$ cat config.mk
export PLATFORM = sky130hd
export DESIGN_NAME = iphc_top
export DESIGN_NICKNAME = d
export VERILOG_FILES = /design/src/design/iphc_pkg.sv /design/src/design/iphc_top.sv
export SDC_FILE = /design/constraint.sdc
export NUM_CORES = 1
export LEC_CHECK = 0
export BUFFER_PORTS_ARGS = -buffer_cell sky130_fd_sc_hd__buf_2
export CORE_MARGIN = 1.5
export CORE_UTILIZATION = 54
export CTS_CLUSTER_SIZE = 28
export DETAILED_ROUTE_END_ITERATION = 10
export PLACE_DENSITY = 0.84
export SLEW_MARGIN = 20
export SYNTH_ARGS = -nofsm -noshare
export SYNTH_HDL_FRONTEND = slang
export SYNTH_SLANG_ARGS = --single-unit
$ cat constraint.sdc
create_clock -name CLK -period 3.9 [get_ports CLK]
set_input_delay 0.195 -clock CLK [delete_from_list [all_inputs] [get_ports CLK]]
set_output_delay 0.195 -clock CLK [all_outputs]
set_load 0.1 [all_outputs]
$ cat src/design/iphc_pkg.sv
// Notes on behaviour
// - While over-voltage is reported, both drive outputs stay off.
// - Over-voltage is flagged to the on-time processing so idle time is not dead time.
// - Power-good is high only in normal regulated operation, low otherwise.
// - Start-up latch is set in every off phase; power-good low while it is set.
// - Start-up latch clears when the error amplifier stops charging its capacitor.
// - Power-good is forced low when off or on any fault.
// - A divider steers sync pulses alternately to phase one then phase two.
// - Sync arms the selected phase latch; its clock rises on sync falling edge.
// - A phase clock is cleared by the rising edge of that phase's driver.
// - A pending clock sets the driver only after the coil is demagnetized.
// - Discharge is extended while the selected phase clock waits for its driver.
// - Demag latch sets on zero-current indication, clears when the next drive pulse starts.
// - A driver low for over 200 us sets its demag latch via a watchdog.
// - While in-rush is reported, neither driver may turn on.
`default_nettype none
package iphc_pkg;
  localparam int CLK_MHZ = 100;
  localparam int WDOG_TIME_US = 200;
  localparam int WDOG_CYC = WDOG_TIME_US * CLK_MHZ;
  localparam int WDOG_W = 15;

  localparam logic [7:0] ADDR_CTRL = 8'h00;
  localparam logic [7:0] ADDR_STATUS = 8'h04;
  localparam logic [7:0] ADDR_INT_STAT = 8'h08;
  localparam logic [7:0] ADDR_INT_MASK = 8'h0C;

  localparam int CTRL_ENABLE_BIT = 0;
  localparam logic CTRL_RESET = 1'h0;
  localparam int INT_W = 4;
  localparam int INT_OVP_BIT = 0;
  localparam int INT_FAULT_BIT = 1;
  localparam int INT_PG_FALL_BIT = 2;
  localparam int INT_WDOG_BIT = 3;
  localparam logic [INT_W-1:0] INT_MASK_RESET = 4'h0;
  localparam int STATUS_W = 11;

  localparam logic [1:0] HTRANS_NONSEQ = 2'h2;
  localparam logic [2:0] HSIZE_WORD = 3'h2;

  typedef struct packed {
    logic sync;
    logic [1:0] zcd;
    logic ovp;
    logic ea_charging;
    logic inrush;
    logic fault;
    logic [1:0] ton_end;
  } iphc_cmp_s;
  localparam int CMP_W = $bits(iphc_cmp_s);
endpackage : iphc_pkg
`default_nettype wire

$ cat src/design/iphc_top.sv
`default_nettype none
module iphc_sync
  import iphc_pkg::*;
#(
  parameter int W = 1
) (
  input wire logic clk,
  input wire logic reset,
  input wire logic [W-1:0] d,
  output logic [W-1:0] q
);
  logic [W-1:0] meta;

  always_ff @(posedge clk or posedge reset) begin
    if (reset) begin
      meta <= '0;
      q <= '0;
    end else begin
      meta <= d;
      q <= meta;
    end
  end
endmodule : iphc_sync

module iphc_top
  import iphc_pkg::*;
#(
  parameter int unsigned WDOG_CYCLES = WDOG_CYC
) (
  input wire logic CLK,
  input wire logic RESET,
  input wire logic HSEL,
  input wire logic [31:0] HADDR,
  input wire logic [1:0] HTRANS,
  input wire logic HWRITE,
  input wire logic [2:0] HSIZE,
  input wire logic [31:0] HWDATA,
  input wire logic HREADY,
  output logic [31:0] HRDATA,
  output logic HREADYOUT,
  output logic HRESP,
  input wire logic SYNC,
  input wire logic [1:0] ZCD,
  input wire logic OVP,
  input wire logic EA_CHARGING,
  input wire logic INRUSH,
  input wire logic FAULT,
  input wire logic [1:0] TON_END,
  output logic [1:0] DRIVE,
  output logic PHASE_ONE_CLOCK,
  output logic PHASE_TWO_CLOCK,
  output logic OSC_HOLD,
  output logic TON_OVP,
  output logic POWER_GOOD,
  output logic IRQ
);
  iphc_cmp_s cmp_raw;
  iphc_cmp_s cmp;
  logic sync_q;
  logic ea_q;
  logic enable;
  logic phase_sel;
  logic [1:0] armed;
  logic [1:0] phase_clock;
  logic [1:0] drive;
  logic [1:0] drive_q;
  logic [1:0] demag_latch;
  logic startup_latch;
  logic power_good;
  logic next_phase_sel;
  logic [1:0] next_armed;
  logic [1:0] next_phase_clock;
  logic [1:0] next_drive;
  logic [1:0] next_demag_latch;
  logic next_startup_latch;
  logic next_power_good;
  logic [1:0] drive_rise;
  logic [1:0] wdog_fire;
  logic sync_rise;
  logic sync_fall;
  logic ea_fall;
  logic off_state;
  logic fault_any;

  // Every comparator output is asynchronous to CLK, so all pass two flops first.
  assign cmp_raw = '{sync: SYNC, zcd: ZCD, ovp: OVP, ea_charging: EA_CHARGING,
                     inrush: INRUSH, fault: FAULT, ton_end: TON_END};

  iphc_sync #(
    .W(CMP_W)
  ) u_cmp_sync (
    .clk(CLK),
    .reset(RESET),
    .d(cmp_raw),
    .q(cmp)
  );

  assign off_state = !enable;
  assign fault_any = cmp.fault | cmp.ovp;
  assign sync_rise = cmp.sync & !sync_q;
  assign sync_fall = !cmp.sync & sync_q;
  assign ea_fall = !cmp.ea_charging & ea_q;
  assign drive_rise = drive & ~drive_q;

  always_comb begin
    next_phase_sel = phase_sel;
    next_armed = armed;
    next_phase_clock = phase_clock;
    next_drive = drive;
    next_demag_latch = demag_latch;
    next_startup_latch = startup_latch;
    next_power_good = 1'b0;
    if (sync_rise) begin
      next_armed[phase_sel] = 1'b1;
      next_phase_sel = !phase_sel;
    end
    for (int p = 0; p < 2; p++) begin
      if (sync_fall && armed[p]) begin
        next_armed[p] = 1'b0;
        next_phase_clock[p] = 1'b1;
      end else if (drive_rise[p]) begin
        next_phase_clock[p] = 1'b0;
      end
      // The demag set wins over the clear so a zero-current edge is never lost.
      if (drive_rise[p]) begin
        next_demag_latch[p] = 1'b0;
      end
      if (cmp.zcd[p] || wdog_fire[p]) begin
        next_demag_latch[p] = 1'b1;
      end
      if (off_state || cmp.ovp) begin
        next_drive[p] = 1'b0;
      end else if (drive[p]) begin
        if (cmp.ton_end[p]) begin
          next_drive[p] = 1'b0;
        end
      end else if (phase_clock[p] && demag_latch[p] && !cmp.inrush) begin
        next_drive[p] = 1'b1;
      end
    end
    if (off_state) begin
      next_phase_sel = 1'b0;
      next_armed = 2'b00;
      next_phase_clock = 2'b00;
      next_startup_latch = 1'b1;
    end else if (ea_fall) begin
      next_startup_latch = 1'b0;
    end
    if (enable && !startup_latch && !fault_any) begin
      next_power_good = 1'b1;
    end
  end

  always_ff @(posedge CLK or posedge RESET) begin
    if (RESET) begin
      sync_q <= 1'b0;
      ea_q <= 1'b0;
      phase_sel <= 1'b0;
      armed <= 2'b00;
      phase_clock <= 2'b00;
      drive <= 2'b00;
      drive_q <= 2'b00;
      demag_latch <= 2'b00;
      startup_latch <= 1'b1;
      power_good <= 1'b0;
    end else begin
      sync_q <= cmp.sync;
      ea_q <= cmp.ea_charging;
      phase_sel <= next_phase_sel;
      armed <= next_armed;
      phase_clock <= next_phase_clock;
      drive <= next_drive;
      drive_q <= drive;
      demag_latch <= next_demag_latch;
      startup_latch <= next_startup_latch;
      power_good <= next_power_good;
    end
  end

  // Watchdog per phase: without it a cold start never sees a zero-current edge.
  logic [WDOG_W-1:0] wdog_cnt [2];
  logic [WDOG_W-1:0] next_wdog_cnt [2];

  always_comb begin
    for (int p = 0; p < 2; p++) begin
      wdog_fire[p] = 1'b0;
      next_wdog_cnt[p] = wdog_cnt[p];
      if (drive[p]) begin
        next_wdog_cnt[p] = '0;
      end else if (wdog_cnt[p] >= WDOG_W'(WDOG_CYCLES - 1)) begin
        wdog_fire[p] = 1'b1;
        next_wdog_cnt[p] = '0;
      end else begin
        next_wdog_cnt[p] = wdog_cnt[p] + WDOG_W'(1);
      end
    end
  end

  always_ff @(posedge CLK or posedge RESET) begin
    if (RESET) begin
      wdog_cnt[0] <= '0;
      wdog_cnt[1] <= '0;
    end else begin
      wdog_cnt[0] <= next_wdog_cnt[0];
      wdog_cnt[1] <= next_wdog_cnt[1];
    end
  end

  // AHB-Lite slave with zero wait states; read data is registered in the address phase.
  logic wr_pend;
  logic [7:0] wr_addr;
  logic [INT_W-1:0] int_stat;
  logic [INT_W-1:0] int_mask;
  logic [INT_W-1:0] int_event;
  logic ovp_q;
  logic fault_q;
  logic pg_q;
  logic [31:0] rdata;
  logic next_wr_pend;
  logic [7:0] next_wr_addr;
  logic next_enable;
  logic [INT_W-1:0] next_int_stat;
  logic [INT_W-1:0] next_int_mask;
  logic [31:0] next_rdata;
  logic access;
  logic [STATUS_W-1:0] status;

  assign access = HSEL && HREADY && (HTRANS == HTRANS_NONSEQ) && (HSIZE == HSIZE_WORD);
  assign status = {cmp.ovp, demag_latch, drive, phase_clock, phase_sel, startup_latch,
                   power_good, enable};

  always_comb begin
    int_event = '0;
    int_event[INT_OVP_BIT] = cmp.ovp & !ovp_q;
    int_event[INT_FAULT_BIT] = cmp.fault & !fault_q;
    int_event[INT_PG_FALL_BIT] = !power_good & pg_q;
    int_event[INT_WDOG_BIT] = |wdog_fire;
    next_wr_pend = access && HWRITE;
    next_wr_addr = HADDR[7:0];
    next_enable = enable;
    next_int_mask = int_mask;
    next_int_stat = int_stat;
    next_rdata = '0;
    if (access && !HWRITE) begin
      case (HADDR[7:0])
        ADDR_CTRL: next_rdata[CTRL_ENABLE_BIT] = enable;
        ADDR_STATUS: next_rdata[STATUS_W-1:0] = status;
        ADDR_INT_STAT: begin
          next_rdata[INT_W-1:0] = int_stat;
          next_int_stat = '0;
        end
        ADDR_INT_MASK: next_rdata[INT_W-1:0] = int_mask;
        default: next_rdata = '0;
      endcase
    end
    if (wr_pend) begin
      case (wr_addr)
        ADDR_CTRL: next_enable = HWDATA[CTRL_ENABLE_BIT];
        ADDR_INT_MASK: next_int_mask = HWDATA[INT_W-1:0];
        default: next_enable = enable;
      endcase
    end
    // A new event in the read-clear cycle survives the clear.
    next_int_stat = next_int_stat | int_event;
  end

  always_ff @(posedge CLK or posedge RESET) begin
    if (RESET) begin
      wr_pend <= 1'b0;
      wr_addr <= 8'h00;
      enable <= CTRL_RESET;
      int_stat <= '0;
      int_mask <= INT_MASK_RESET;
      ovp_q <= 1'b0;
      fault_q <= 1'b0;
      pg_q <= 1'b0;
      rdata <= 32'h00000000;
    end else begin
      wr_pend <= next_wr_pend;
      wr_addr <= next_wr_addr;
      enable <= next_enable;
      int_stat <= next_int_stat;
      int_mask <= next_int_mask;
      ovp_q <= cmp.ovp;
      fault_q <= cmp.fault;
      pg_q <= power_good;
      rdata <= next_rdata;
    end
  end

  assign HRDATA = rdata;
  assign HREADYOUT = 1'b1;
  assign HRESP = 1'b0;
  assign IRQ = |(int_stat & int_mask);
  assign DRIVE = drive;
  assign PHASE_ONE_CLOCK = phase_clock[0];
  assign PHASE_TWO_CLOCK = phase_clock[1];
  // The oscillator keeps discharging while the clock it just issued has not turned its driver on.
  assign OSC_HOLD = |(phase_clock & ~drive);
  assign TON_OVP = cmp.ovp;
  assign POWER_GOOD = power_good;
endmodule : iphc_top
`default_nettype wire

==> results.toml <==
[run_status]
outcome = "finished with violations"
violations = "hold timing"

[placed_design]
post-place-ws_ns = 1.90
place_area_sq_mm = 0.00414
dp_hpwl_um = 4710
gp_congestion = 0.820
place_inst = 474
port-buffer-count = 49

[critical_path]
crit_path_end_kind = "flip-flop"
cp-start-kind = "input pin"
worst_ep_required_time_ns = 4.19
rr_startpoint = "wdog_cnt[15]"
cp-startpoint = "HADDR[7]"
ff2ff_path_depth = 5
r2r-end = "wdog_cnt[19]"
arrival_ns = 2.50
path_max_fanout = 7
endpoint = "HRDATA[10]"
rrSetupSlack_ns = 2.08
path_class = "input pin to flip-flop"

[final_layout]
layout_commonest_cell = "dfrtp_1"
utilization = 0.648
multi_input_area_sq_mm = 0.00131
syn2layout_area_growth_pct = 14.9
seq_area_sq_mm = 0.00238
drive_gt1_frac = 0.188
final_cell_area_sq_mm = 0.00445
finalNetCount = 489
final_cell_mix = "dfrtp_1, buf_2, nor2_1"
final_cells = 505
num-fill-cells = 540
n_antenna_cell = 0

[logic_synthesis]
synth_edf_count = 0
synthesis.area_sq_mm = 0.00387
ys.warnings.count = 0
yosysUniqueCellTypes = 49
synth-main-ff-cell = "dfrtp_1"
syn_avg_cell_area_sq_um = 11.6
synth-async-reset-ratio = 1.00
synth.yosys.seq_area_share = 0.614
syn-instance-count = 334
ys_seq_elements = 95

[routing]
avgViaCountPerCell = 5.19
drt_first_pass_iters = 5
num_vias = 2623
finalWirelength_um = 6980
drc = 0
drt_iter0_markers = 159
post_drt_wl_per_cell_um = 13.8
route.antenna.remaining_nets = 0

[cts]
post_cts_resized = 0
post_cts_buffers = 0
hold_buffers = 15
path_clk_slew_ns = 0.08
numCtsBuffers = 9
cts_root_buf = "clkbuf_8"
cts_htree_levels = 3
clockBufferDepth = 2
worstSkewPairLatency_ns = 0.35
cts_tree = "done"
cts.sinks = 95

[flow_run]
drv_cap = 0

[global_routing]
grt-ovfl-total = 0
antenna_found_initial = 0
grt_pass1_wl_um = 11500
grt.total_usage = 0.200
grtUsageMet3 = 0.0518
grt_pass1_vias = 2461
met1_usage = 0.263
grt.busiest_layer = "met2"
met2_usage = 0.303
grt_max_degree = 65

[power_and_ir_drop]
vdd_drop_max_mv = 0.256
swShare = 0.260
internal-power_mw = 1.28
powerDensity_mw_per_mm2 = 388
switchingPower_mw = 0.449
power_frac_seq = 0.583
total_leakage_power_nw = 2.09
combinationalPowerShare = 0.093
clkPwrFrac = 0.323

[timing]
fmax_mhz = 452
worst_slack_ns = 1.69
rsz0062_at_grt = "false"
final_max_slew_viol_count = 0
fin_tns_setup_ns = 0
finalCriticalPeriod_ns = 2.21
clock_skew_ns = 0.0101
hold_slack_ns = -0.0276
relSlewSlack = 0.499
fin_crit_sh = 0.568
hold_violations = 59
setup_viol = 0
worstMarginPinSlew_ns = 0.750

[worst_hold_path]
hold_class = "input pin to asynchronous set/reset pin"

[floorplanning]
core_area_sq_mm = 0.00687
num_rows = 30
dieArea_sq_mm = 0.00769
num_io_pins = 125
die-height_um = 87.7
start_util = 0.564
die_x_um = 87.7
[flip-flops by register name (all words and copies together) (netlist names), 2 cells and up]
register,count
u_cmp_sync.meta,9
drive_q,2
HRDATA,11
DRIVE,2
phase_clock,2
int_stat,4
wr_addr,8
armed,2
u_cmp_sync.q,9
int_mask,4
wdog_cnt,30
demag_latch,2
[per-layer routing]
metal  wire length, um  part of all wire  vias to the layer above
met2              3350              0.48                       91
met5                 0                 0                        -
met3               357             0.051                       28
li1                  -                 -                     1230
met4               257             0.037                        0
met1              3010              0.43                     1274
[stage by stage]
| step | power [mW] | hold slack (ns) |
|---|---|---|
| floorplan | 1.17 | 0.226 |
| global placement | 1.17 | 0.303 |
| detailed placement | 1.18 | 0.304 |
| CTS | 1.74 | 0.0349 |
| global route | 1.79 | 0.0293 |
| finish | 1.73 | -0.0276 |
[power groups by stage]
stage | clock, mW | sequential, mW | combinational, mW
finish | 0.558 | 1.01 | 0.161
global route | 0.612 | 1.01 | 0.170
CTS | 0.573 | 1.01 | 0.161
detailed placement | 0 | 1.03 | 0.149
global placement | 0 | 1.03 | 0.147
floorplan | 0 | 1.03 | 0.139
[worst min path at each step]
stage	start	endpoint	slack [ns]	cells after the start
finish	RESET	u_cmp_sync.q[8]	-0.03	2
global route	RESET	pg_q	0.03	2
CTS	HADDR[2]	wr_addr[2]	0.03	1
detailed placement	ZCD[1]	u_cmp_sync.meta[7]	0.30	1
global placement	EA_CHARGING	u_cmp_sync.meta[4]	0.30	1
floorplan	TON_END[0]	u_cmp_sync.meta[0]	0.23	0
[cells in the mapped netlist (7+ instances only)]
cell type   n  area [sq um]
inv_1      14          52.6
nand3_1     8          40.0
nand2_1    16          60.1
xnor2_1    17           149
mux2_2      8          90.1
nor2_1     40           150
a22oi_1     8          60.1
a21oi_1     7          35.0
nor3_1     11          55.1
dfrtp_1    94          2350
buf_4      23           173
and2_1      8          50.1
nor4_1      8          50.1
xor2_1      7          61.3
[layout make-up]
| class | count | share of cell area |
|---|---|---|
| flip-flops and latches | 95 | 0.534 |
| repair buffers | 65 | 0.0905 |
| clock inverters | 2 | 0.00225 |
| well taps | 96 | 0.0270 |
| inverters | 15 | 0.0163 |
| multi-input cells | 218 | 0.295 |
| clock buffers | 14 | 0.0343 |
[logic make-up (layout without fill, tap and decap cells)]
group / count (synthesis) / count (layout) / synth area share
xor+xnor: 24 / 24 / 0.0543
mux: 9 / 9 / 0.0258
buf+inv: 42 / 96 / 0.0669
flops: 95 / 95 / 0.614
compound gates: 37 / 37 / 0.0666
other cells: 2 / 23 / 0.00194
fa+ha+maj: 2 / 2 / 0.00646
simple gates: 123 / 123 / 0.164
[worst max-delay path, cell delays in order]
cell           delay, ns
dlygate4sd3_1       0.53
buf_2               0.14
nor4_1              0.32
nand4_1             0.36
nor3b_1             0.73
and2_1              0.22
No activity file was read; power rests on OpenSTA's default activity.
